--- src/ctoc_regs.vh ---
// Register map, configuration codes and timing counts of the ETU timeout counter
`ifndef CTOC_REGS_VH
`define CTOC_REGS_VH

// Register byte offsets
`define CTOC_ADDR_CFG     8'h08
`define CTOC_ADDR_RLD_LO  8'h09
`define CTOC_ADDR_RLD_MID 8'h0A
`define CTOC_ADDR_RLD_HI  8'h0B
`define CTOC_ADDR_STAT    8'h0E
`define CTOC_ADDR_RUN     8'h0F

// Reset value of every register
`define CTOC_RST_BYTE     8'h00

// Configuration codes
`define CTOC_CFG_STOP     8'h00
`define CTOC_CFG_LO       8'h05
`define CTOC_CFG_PAIR     8'h61
`define CTOC_CFG_DUAL     8'h65
`define CTOC_CFG_CHAIN    8'h68
`define CTOC_CFG_PAIR_T   8'h71
`define CTOC_CFG_DUAL_T   8'h75
`define CTOC_CFG_CHAIN_T  8'h7C
`define CTOC_CFG_LO_S     8'h85
`define CTOC_CFG_DUAL_S   8'hE5
`define CTOC_CFG_PAIR_TS  8'hF1
`define CTOC_CFG_DUAL_TS  8'hF5

// Status bit positions
`define CTOC_ST_SHORT     0
`define CTOC_ST_LONG      1

// Run register bit positions
`define CTOC_RUN_LO       0
`define CTOC_RUN_HI       1
`define CTOC_RUN_LO_ARM   2
`define CTOC_RUN_HI_TRIG  3
`define CTOC_RUN_CHAIN    4

// ETUs after the start bit before the automatic stop
`define CTOC_STOP_ETUS    4'hC

// Answer-to-reset card clock windows
`define CTOC_ATR_MIN      9'h0C8
`define CTOC_ATR_MAX      9'h170

`endif

--- src/ctoc_sync.v ---
// Two-stage synchroniser for the card I/O line
`timescale 1ns/1ns
`default_nettype none

module ctoc_sync (
  input  wire mclk_i,    // System clock
  input  wire sys_rst_i, // Asynchronous reset, high
  input  wire async_i,   // Level from the pin
  output reg  sync_o     // Level in the clock domain
);

  reg meta_r; // First stage, read only by the second

  // Two flip-flops; the line idles high
  always @(posedge mclk_i or posedge sys_rst_i) begin
    if (sys_rst_i) begin
      meta_r <= 1'b1;
      sync_o <= 1'b1;
    end else begin
      meta_r <= async_i;
      sync_o <= meta_r;
    end
  end

endmodule // ctoc_sync

`default_nettype wire

--- src/ctoc_atr_cnt.v ---
// Card clock window counter used during answer-to-reset
`include "ctoc_regs.vh"
`timescale 1ns/1ns
`default_nettype none

module ctoc_atr_cnt (
  input  wire mclk_i,          // System clock
  input  wire sys_rst_i,       // Asynchronous reset, high
  input  wire start_session_i, // Session running
  input  wire card_clk_tick_i, // One pulse per card clock
  output reg  atr_min_done_o,  // 200 card clocks elapsed
  output reg  atr_max_done_o   // Maximum card clocks elapsed
);

  reg [8:0] clk_cnt_r; // Card clocks since session start

  // hardware window count
  always @(posedge mclk_i or posedge sys_rst_i) begin
    if (sys_rst_i) begin
      clk_cnt_r      <= 9'h000;
      atr_min_done_o <= 1'b0;
      atr_max_done_o <= 1'b0;
    end else if (!start_session_i) begin
      // Cleared while no session runs
      clk_cnt_r      <= 9'h000;
      atr_min_done_o <= 1'b0;
      atr_max_done_o <= 1'b0;
    end else if (card_clk_tick_i && !atr_max_done_o) begin
      // Saturates at the maximum window
      clk_cnt_r <= clk_cnt_r + 9'h001;
      if (clk_cnt_r + 9'h001 == `CTOC_ATR_MIN) begin
        atr_min_done_o <= 1'b1;
      end
      if (clk_cnt_r + 9'h001 == `CTOC_ATR_MAX) begin
        atr_max_done_o <= 1'b1;
      end
    end
  end

endmodule // ctoc_atr_cnt

`default_nettype wire

--- src/ctoc_top.v ---
// ETU timeout counter with reload, configuration and status registers
// What this block does and what its host must do
// 61H: low idle, pair starts on write
// Host stops pair before reloading mid/high
// 65H: low auto-reloads from first start bit
// 65H: pair starts on write, sets long flag
// Host writes 05H before mid/high reload
// Host leaves low reload alone while counting
// Code 00H halts every running stage
// 68H: 24-bit chain starts on write
// Host leaves reloads alone in 68H
// 71H: pair starts, retriggers on start bits
// Reload writes apply at next start bit
// 75H: auto-reload low plus retriggered pair
// 7CH: retriggered 24-bit chain
// Host never loads all reloads zero
// 85H: like 05H, stop after 12 ETUs
// E5H/F1H/F5H stop chosen stages after 12 ETUs
// Host writes config only with active card
// Host writes 00H before restarting pair/chain
// Hardware counts 200 and 368 card clocks
// Reloads at 09H-0BH, low to high, reset zero
// 05H stops pair, low keeps auto-reloading
// 00H reset value, everything stopped
// Host writes only listed codes
// Stages advance per ETU tick to value
//
// Added by the designer: strobed register access and the register addresses.
`include "ctoc_regs.vh"
`timescale 1ns/1ns
`default_nettype none

module ctoc_top (
  input  wire       mclk_i,          // System clock, 50 MHz
  input  wire       sys_rst_i,       // Asynchronous reset, high
  input  wire [7:0] addr_i,          // Register address
  input  wire [7:0] wdata_i,         // Write data
  input  wire       wr_i,            // Write strobe
  input  wire       rd_i,            // Read strobe
  output reg  [7:0] rdata_o,         // Read data, cycle after strobe
  input  wire       etu_tick_i,      // One pulse per ETU
  input  wire       card_io_i,       // Card I/O pin level
  input  wire       tx_busy_i,       // Transmitter owns the line
  input  wire       tx_start_i,      // Transmitted start bit pulse
  input  wire       start_session_i, // Answer-to-reset session
  input  wire       card_clk_tick_i, // One pulse per card clock
  output reg        timeout_irq_o,   // Interrupt while a flag is set
  output wire       atr_min_done_o,  // 200 card clocks elapsed
  output wire       atr_max_done_o   // Maximum card clocks elapsed
);

  // One-hot states of the automatic stop sequencer
  localparam [3:0] TW_IDLE = 4'b0001; // No stop pending
  localparam [3:0] TW_ARM  = 4'b0010; // Waiting for start bit
  localparam [3:0] TW_CNT  = 4'b0100; // Counting ETUs
  localparam [3:0] TW_DONE = 4'b1000; // Stop has happened

  // Mode decode bit positions
  localparam M_LO_ARM  = 0; // Arm low auto-reload
  localparam M_LO_KEEP = 1; // Leave low stage as is
  localparam M_HI_LOAD = 2; // Start pair or chain on write
  localparam M_HI_TRIG = 3; // Pair or chain on start bits
  localparam M_CHAIN   = 4; // 24-bit chain
  localparam M_TW_ON   = 5; // Automatic stop enabled
  localparam M_HALT_LO = 6; // Stop halts low stage
  localparam M_HALT_HI = 7; // Stop halts pair

  reg  [7:0]  cfg_r;         // Configuration code
  reg  [7:0]  rld_lo_r;      // Low reload byte
  reg  [7:0]  rld_mid_r;     // Middle reload byte
  reg  [7:0]  rld_hi_r;      // High reload byte
  reg  [1:0]  stat_r;        // Short and long flags
  reg  [1:0]  stat_nxt;      // Next flags
  reg  [7:0]  lo_cnt_r;      // Low stage remaining ETUs
  reg         lo_run_r;      // Low stage counting
  reg         lo_arm_r;      // Low stage waiting for start bit
  reg  [23:0] hi_cnt_r;      // Pair or chain remaining ETUs
  reg         hi_run_r;      // Pair or chain counting
  reg         hi_trig_r;     // Start bits reload pair or chain
  reg  [3:0]  tw_st_r;       // Stop sequencer state
  reg  [3:0]  tw_cnt_r;      // ETUs since start bit
  reg         io_d_r;        // Delayed synced I/O level
  wire        io_sync;       // Synced I/O level
  wire        rx_start;      // Received start bit
  wire        any_start;     // Any start bit
  wire [7:0]  wmode;         // Decode of written code
  wire [7:0]  cmode;         // Decode of current code
  wire        cfg_wr;        // Configuration write
  wire        lo_tc;         // Low stage terminal count
  wire        hi_tc;         // Pair or chain terminal count
  wire        tw_fire;       // Automatic stop this cycle
  wire        halt_lo;       // Stop low stage now
  wire        halt_hi;       // Stop pair now
  wire [23:0] hi_load;       // Load value for pair or chain
  wire        stat_rd;       // Status read clears flags

  // Decode a configuration code into control bits
  function [7:0] f_mode;
    input [7:0] code;
    begin
      case (code)
        `CTOC_CFG_LO:      f_mode = 8'h02;
        `CTOC_CFG_PAIR:    f_mode = 8'h04;
        `CTOC_CFG_DUAL:    f_mode = 8'h05;
        `CTOC_CFG_CHAIN:   f_mode = 8'h14;
        `CTOC_CFG_PAIR_T:  f_mode = 8'h08;
        `CTOC_CFG_DUAL_T:  f_mode = 8'h09;
        `CTOC_CFG_CHAIN_T: f_mode = 8'h18;
        `CTOC_CFG_LO_S:    f_mode = 8'hE2;
        `CTOC_CFG_DUAL_S:  f_mode = 8'h65;
        `CTOC_CFG_PAIR_TS: f_mode = 8'hA8;
        `CTOC_CFG_DUAL_TS: f_mode = 8'hE9;
        default:           f_mode = 8'h00;
      endcase
    end
  endfunction

  // Terminal count: elapsed ETUs reach the loaded value
  function f_tc;
    input [23:0] left;
    begin
      f_tc = (left <= 24'h000001);
    end
  endfunction

  // Card I/O line into the clock domain
  ctoc_sync u_io_sync (
    .mclk_i    (mclk_i),
    .sys_rst_i (sys_rst_i),
    .async_i   (card_io_i),
    .sync_o    (io_sync)
  );

  // window counter
  ctoc_atr_cnt u_atr (
    .mclk_i          (mclk_i),
    .sys_rst_i       (sys_rst_i),
    .start_session_i (start_session_i),
    .card_clk_tick_i (card_clk_tick_i),
    .atr_min_done_o  (atr_min_done_o),
    .atr_max_done_o  (atr_max_done_o)
  );

  // Falling edge on the line outside transmission is a received start
  assign rx_start  = io_d_r & ~io_sync & ~tx_busy_i;
  assign any_start = rx_start | tx_start_i;

  assign cfg_wr  = wr_i && (addr_i == `CTOC_ADDR_CFG);
  assign stat_rd = rd_i && (addr_i == `CTOC_ADDR_STAT);
  assign wmode   = f_mode(wdata_i);
  assign cmode   = f_mode(cfg_r);

  // terminal detection per stage
  assign lo_tc = f_tc({16'h0000, lo_cnt_r});
  assign hi_tc = f_tc(hi_cnt_r);

  // Chain takes the low byte; the pair leaves it to the low stage
  assign hi_load = cmode[M_CHAIN] ? {rld_hi_r, rld_mid_r, rld_lo_r}
                                  : {8'h00, rld_hi_r, rld_mid_r};

  // end of the 12th ETU after the start bit
  assign tw_fire = (tw_st_r == TW_CNT) && etu_tick_i &&
                   (tw_cnt_r == `CTOC_STOP_ETUS - 4'h1);
  // stage selection for the stop
  assign halt_lo = tw_fire & cmode[M_HALT_LO];
  assign halt_hi = tw_fire & cmode[M_HALT_HI];

  // Edge detector delay on the synced line
  always @(posedge mclk_i or posedge sys_rst_i) begin
    if (sys_rst_i) begin
      io_d_r <= 1'b1;
    end else begin
      io_d_r <= io_sync;
    end
  end

  // Register writes
  always @(posedge mclk_i or posedge sys_rst_i) begin
    if (sys_rst_i) begin
      // stopped code after reset
      cfg_r     <= `CTOC_RST_BYTE;
      // reloads clear at reset
      rld_lo_r  <= `CTOC_RST_BYTE;
      rld_mid_r <= `CTOC_RST_BYTE;
      rld_hi_r  <= `CTOC_RST_BYTE;
    end else if (wr_i) begin
      // address decode of reloads
      if (addr_i == `CTOC_ADDR_CFG) begin
        cfg_r <= wdata_i;
      end else if (addr_i == `CTOC_ADDR_RLD_LO) begin
        rld_lo_r <= wdata_i;
      end else if (addr_i == `CTOC_ADDR_RLD_MID) begin
        rld_mid_r <= wdata_i;
      end else if (addr_i == `CTOC_ADDR_RLD_HI) begin
        rld_hi_r <= wdata_i;
      end
    end
  end

  // Low 8-bit auto-reload stage
  always @(posedge mclk_i or posedge sys_rst_i) begin
    if (sys_rst_i) begin
      lo_cnt_r <= 8'h00;
      lo_run_r <= 1'b0;
      lo_arm_r <= 1'b0;
    end else if (cfg_wr) begin
      if (wmode[M_LO_ARM]) begin
        // wait for the first start bit
        lo_arm_r <= 1'b1;
        lo_run_r <= 1'b0;
      end else if (!wmode[M_LO_KEEP]) begin
        // stop codes and pair-only codes idle the stage
        lo_arm_r <= 1'b0;
        lo_run_r <= 1'b0;
      end
      // code 05H leaves the stage running
    end else if (halt_lo) begin
      // automatic stop
      lo_arm_r <= 1'b0;
      lo_run_r <= 1'b0;
    end else if (lo_arm_r && any_start) begin
      // count begins on start bit
      lo_arm_r <= 1'b0;
      lo_run_r <= 1'b1;
      lo_cnt_r <= rld_lo_r;
    end else if (lo_run_r && etu_tick_i) begin
      if (lo_tc) begin
        // restart the same count
        lo_cnt_r <= rld_lo_r;
      end else begin
        // one step per ETU
        lo_cnt_r <= lo_cnt_r - 8'h01;
      end
    end
  end

  // Pair or 24-bit chain
  always @(posedge mclk_i or posedge sys_rst_i) begin
    if (sys_rst_i) begin
      hi_cnt_r  <= 24'h000000;
      hi_run_r  <= 1'b0;
      hi_trig_r <= 1'b0;
    end else if (cfg_wr) begin
      if (wmode[M_HI_LOAD]) begin
        // start at the write
        hi_run_r  <= 1'b1;
        hi_trig_r <= 1'b0;
        if (wmode[M_CHAIN]) begin
          hi_cnt_r <= {rld_hi_r, rld_mid_r, rld_lo_r};
        end else begin
          hi_cnt_r <= {8'h00, rld_hi_r, rld_mid_r};
        end
      end else if (wmode[M_HI_TRIG]) begin
        // wait for the first start bit
        hi_run_r  <= 1'b0;
        hi_trig_r <= 1'b1;
      end else begin
        // stop pair and chain
        hi_run_r  <= 1'b0;
        hi_trig_r <= 1'b0;
      end
    end else if (halt_hi) begin
      // automatic stop, no further retrigger
      hi_run_r  <= 1'b0;
      hi_trig_r <= 1'b0;
    end else if (hi_trig_r && any_start) begin
      // reloads are sampled here and at a configuration write that starts the pair or chain
      hi_run_r <= 1'b1;
      hi_cnt_r <= hi_load;
    end else if (hi_run_r && etu_tick_i) begin
      if (hi_tc) begin
        // one shot until reload
        hi_run_r <= 1'b0;
      end else begin
        // one step per ETU
        hi_cnt_r <= hi_cnt_r - 24'h000001;
      end
    end
  end

  // Automatic stop sequencer
  always @(posedge mclk_i or posedge sys_rst_i) begin
    if (sys_rst_i) begin
      tw_st_r  <= TW_IDLE;
      tw_cnt_r <= 4'h0;
    end else if (cfg_wr) begin
      // armed by the write of a stop code
      tw_st_r  <= wmode[M_TW_ON] ? TW_ARM : TW_IDLE;
      tw_cnt_r <= 4'h0;
    end else begin
      case (tw_st_r)
        TW_ARM: begin
          // only a received start bit counts for 85H
          if ((cfg_r == `CTOC_CFG_LO_S) ? rx_start : any_start) begin
            tw_st_r  <= TW_CNT;
            tw_cnt_r <= 4'h0;
          end
        end
        TW_CNT: begin
          if (tw_fire) begin
            tw_st_r <= TW_DONE;
          end else if (etu_tick_i) begin
            tw_cnt_r <= tw_cnt_r + 4'h1;
          end
        end
        TW_DONE: begin
          // Stays until the next configuration write
          tw_st_r <= TW_DONE;
        end
        default: begin
          tw_st_r <= TW_IDLE;
        end
      endcase
    end
  end

  // Flag update; a terminal count beats a clearing read
  always @* begin
    stat_nxt = stat_r;
    if (stat_rd) begin
      stat_nxt = 2'b00;
    end
    // short flag on low terminal count
    if (lo_run_r && etu_tick_i && lo_tc && !cfg_wr && !halt_lo) begin
      stat_nxt[`CTOC_ST_SHORT] = 1'b1;
    end
    // long flag on pair or chain terminal count
    if (hi_run_r && etu_tick_i && hi_tc && !cfg_wr && !halt_hi) begin
      stat_nxt[`CTOC_ST_LONG] = 1'b1;
    end
  end

  // Flags and interrupt
  always @(posedge mclk_i or posedge sys_rst_i) begin
    if (sys_rst_i) begin
      stat_r        <= 2'b00;
      timeout_irq_o <= 1'b0;
    end else begin
      stat_r        <= stat_nxt;
      // interrupt while any flag stands
      timeout_irq_o <= |stat_nxt;
    end
  end

  // Read data, one cycle after the strobe, zero otherwise
  always @(posedge mclk_i or posedge sys_rst_i) begin
    if (sys_rst_i) begin
      rdata_o <= 8'h00;
    end else if (rd_i) begin
      if (addr_i == `CTOC_ADDR_CFG) begin
        rdata_o <= cfg_r;
      end else if (addr_i == `CTOC_ADDR_STAT) begin
        rdata_o <= {6'h00, stat_r};
      end else if (addr_i == `CTOC_ADDR_RUN) begin
        rdata_o <= {3'h0, cmode[M_CHAIN], hi_trig_r, lo_arm_r,
                    hi_run_r, lo_run_r};
      end else begin
        // Write-only reloads and unmapped addresses read zero
        rdata_o <= 8'h00;
      end
    end else begin
      rdata_o <= 8'h00;
    end
  end

endmodule // ctoc_top

`default_nettype wire

--- config.mk ---
export PLATFORM = sky130hd
export DESIGN_NAME = ctoc_top
export DESIGN_NICKNAME = d
export VERILOG_FILES = /design/src/ctoc_sync.v /design/src/ctoc_atr_cnt.v /design/src/ctoc_top.v
export VERILOG_INCLUDE_DIRS = /design/src
export SDC_FILE = /design/constraint.sdc
export NUM_CORES = 1
export LEC_CHECK = 0
export BUFFER_PORTS_ARGS = -buffer_cell sky130_fd_sc_hd__buf_4
export CORE_UTILIZATION = 60
export DETAILED_ROUTE_END_ITERATION = 16
export HOLD_SLACK_MARGIN = 0.1
export PLACE_DENSITY = 0.79
export SKIP_LAST_GASP = 1
export SLEW_MARGIN = 20
export SYNTH_ARGS = -nofsm -noshare
export SYNTH_HDL_FRONTEND = slang
export SYNTH_SLANG_ARGS = --single-unit
--- constraint.sdc ---
create_clock -name mclk_i -period 7.23 [get_ports mclk_i]
set_input_delay 1.446 -clock mclk_i [delete_from_list [all_inputs] [get_ports mclk_i]]
set_output_delay 1.446 -clock mclk_i [all_outputs]
set_load 0.02 [all_outputs]
==> impl_metrics.tcl <==
set metrics [dict create \
    fin_area_um2 6342 \
    port_buffers 36 \
    htree_num_levels 3 \
    core_area_um2 9284 \
    drive_gt1_share_pct 15.82 \
    yosys_most_used_dff "dfrtp_1" \
    clockBufferDepth 2 \
    layout_worst_path_cycle_share_pct 62.38 \
    worstSetupPathType "input port to flip-flop" \
    rows 35 \
    grt_pass1_wl_mm 23.36 \
    num_vias 5008 \
    synthCells 626 \
    ios 37 \
    finalPower_mw 1.112 \
    tns_ns 0 \
    grt_pass1_vias 4720 \
    slew_violations 0 \
    synth_nets 658 \
    hpwl_mm 10.13 \
    clock_latency_ns 0.39 \
    fp.dieH_um 100.3 \
    ys_warn_count 0 \
    outcome "completed" \
    ant_nets 0 \
    num-nets-final 678 \
    die_width_um 100.3 \
    path_cells "buf_4 -> nor4_1 -> and3_1 -> and3_1 -> a2bb2oi_1 -> o21ai_0 -> o22ai_1" \
    gp_congestion 0.9411 \
    cts_resized 0 \
    ir_worst_vdd_mv 0.1231 \
    cp-end-kind "flip-flop" \
    min_period_ns 4.510 \
    async_flop_share_pct 100.0 \
    antenna_found_initial 0 \
    endpoint "hi_cnt_r[0]$_DFFE_PP0P_" \
    grt_overflow_total 0 \
    netlist_area_um2 5797 \
    hold_path_class "flip-flop to flip-flop" \
    routed_wirelength_mm 14.35 \
    clk_pin_slew_worst_paths_ns 0.11 \
    cellPowerDensity_nw_per_um2 175.3 \
    layout_setup_ws_ns 2.720 \
    post_cts_buffers 0 \
    syn2layout_area_growth_pct 9.411 \
    setup_violations 0 \
    dieArea_um2 10060 \
    via_per_inst 6.421 \
    first_pass_iters 5 \
    clock_sinks 101 \
    drt_iter0_drc 496 \
    drc 0 \
    p_leak_nw 2.878 \
    slowest_stage "and3_1" \
    synth_cell_types 64 \
    grt_max_degree 66 \
    finalHoldViolCount 0 \
    fmax_mhz 221.7 \
    placed_area_um2 6127 \
    arrival_ns 4.81 \
    max_stage_delay_ns 1.02 \
    root_buffer "clkbuf_8" \
    start_util_pct 62.44 \
    required_ns 7.53 \
    rr_startpoint "io_d_r$_DFF_PP1_" \
    wl_per_cell_um 18.40 \
    finClkSkew_ns 0.01934 \
    stdcell_count 780 \
    startpoint "addr_i[5]" \
    groute.usage.overall_pct 30.26 \
    reg2reg_to "hi_cnt_r[0]$_DFFE_PP0P_" \
    reg2regPathDepth 6 \
    rsz0062_at_grt "false" \
    dpl.cell_count 764 \
    worst_pin_slew_ns 1.124 \
    numCtsBuffers 9 \
    rrSetupSlack_ns 3.93 \
    hold_buffers 0 \
    num_antenna_cells 0 \
    cts_tree "done" \
    post-place-ws_ns 2.465 \
    drv_cap 0 \
    synth-edff-count 0 \
    path_delay_family "simple AND/OR/NAND/NOR gates" \
    worstSetupPathDepth 7 \
    crit_buf_inv 1 \
    worstPathMaxFanout 30 \
    cp-start-kind "input port" \
    syn_area_per_cell_um2 9.260 \
    yosysSeqAreaShare_pct 43.69 \
    cpMostUsedCell "and3_1" \
    ys_ff_latch 101 \
    maxSlewHeadroom_pct 25.05 \
]
-- metrics by stage --
step                      utilization (%)  hold slack [ns]
after floorplan                         -           0.3452
after global placement              66.00           0.3455
after detailed placement            66.00           0.3488
after CTS                           68.32           0.3589
after global routing                68.32           0.3590
final                               68.32           0.3577
-- metal layers --
layer | vias to the layer above | wire length, µm | global-route usage, %
met2 | 212 | 6823 | 48.52
met1 | 2437 | 6101 | 40.30
li1 | 2319 | - | -
met4 | 0 | 501 | 13.94
met5 | - | 0 | 0
met3 | 40 | 922 | 5.153
-- cell families after synthesis --
logic type	after synthesis	synth area share, %
fa+ha+maj	6	1.295
simple gates	236	21.05
flops	101	43.69
xor+xnor	22	3.324
buf+inv	45	3.216
mux	55	10.27
compound gates	161	17.16
-- worst reg2reg max path, delay by kind of cell, from the launching register on --
kind | cells | cell delay [ns]
simple gates | 1 | 0.51
compound gates | 5 | 2.17
flops | 1 | 0.53
-- layout make-up --
class                           instances  area [µm²]
Sequential cell                       101        2532
Inverter                               14       55.05
Multi-Input combinational cell        480        3078
Clock buffer                           10       137.6
Clock inverter                          6       77.57
Fill cell                             749        2942
Tap cell                              129       161.4
Timing Repair Buffer                   40       300.3
-- layout by cell type (no fill, tap or decap), drive strengths merged, types with 17 or more instances in the layout --
cell type  instances
nor2              43
inv               17
a21oi             42
mux2i             22
o21ai             53
buf               40
mux2              33
dfrtp             97
nand2             60
nand3             24
nor3              20
-- cell usage after synthesis (all sizes together), types with 4 or more instances --
cell / instances / area (µm²)
or2: 4 / 25.03
xnor2: 9 / 78.83
nor2b: 6 / 37.54
nand3: 24 / 120.1
ha: 6 / 75.07
dfrtp: 97 / 2427
a21oi: 42 / 210.2
o2bb2ai: 4 / 41.29
or3: 11 / 68.82
nor4: 11 / 68.82
nor3: 20 / 105.1
o22ai: 4 / 25.02
o21ai: 53 / 265.3
inv: 14 / 52.55
buf: 9 / 51.29
a31oi: 7 / 43.79
or4: 7 / 60.06
nand2b: 6 / 37.54
mux2i: 22 / 220.2
nand4: 6 / 37.54
clkbuf: 22 / 82.58
xor2: 13 / 113.9
mux2: 33 / 375.4
a22o: 6 / 52.55
dfstp: 4 / 105.1
nand2: 60 / 225.2
nor2: 43 / 161.4
a22oi: 7 / 52.55
o211ai: 11 / 82.58
and2: 13 / 81.33
o21a: 6 / 45.04
and3: 11 / 68.82
-- report_power, final --
part	leakage [nW]	switching [mW]	internal, mW
Sequential	1.36	0.0210	0.583
Combinational	1.42	0.0682	0.0470
Clock	0.107	0.217	0.176
-- registers in the layout (all words and copies together) (netlist names), 2 cells and up --
signal	count
cfg_r	8
stat_r	2
rdata_o	8
tw_cnt_r	4
lo_cnt_r	8
rld_hi_r	8
rld_mid_r	8
rld_lo_r	8
u_atr.clk_cnt_r	9
hi_cnt_r	24
tw_st_r	4
-- how the worst min path moves through the flow --
stage          cells after the start                        from                    endpoint  slack [ns]
6_report                           0  u_io_sync.meta_r$_DFF_PP1_  u_io_sync.sync_o$_DFF_PP1_        0.36
2_1_floorplan                      0  u_io_sync.meta_r$_DFF_PP1_  u_io_sync.sync_o$_DFF_PP1_        0.35
5_1_grt                            0  u_io_sync.meta_r$_DFF_PP1_  u_io_sync.sync_o$_DFF_PP1_        0.36
4_1_cts                            0  u_io_sync.meta_r$_DFF_PP1_  u_io_sync.sync_o$_DFF_PP1_        0.36
3_5_place_dp                       0  u_io_sync.meta_r$_DFF_PP1_  u_io_sync.sync_o$_DFF_PP1_        0.35
3_3_place_gp                       0  u_io_sync.meta_r$_DFF_PP1_  u_io_sync.sync_o$_DFF_PP1_        0.35
Note: power is estimated with default switching activity, not from simulation.
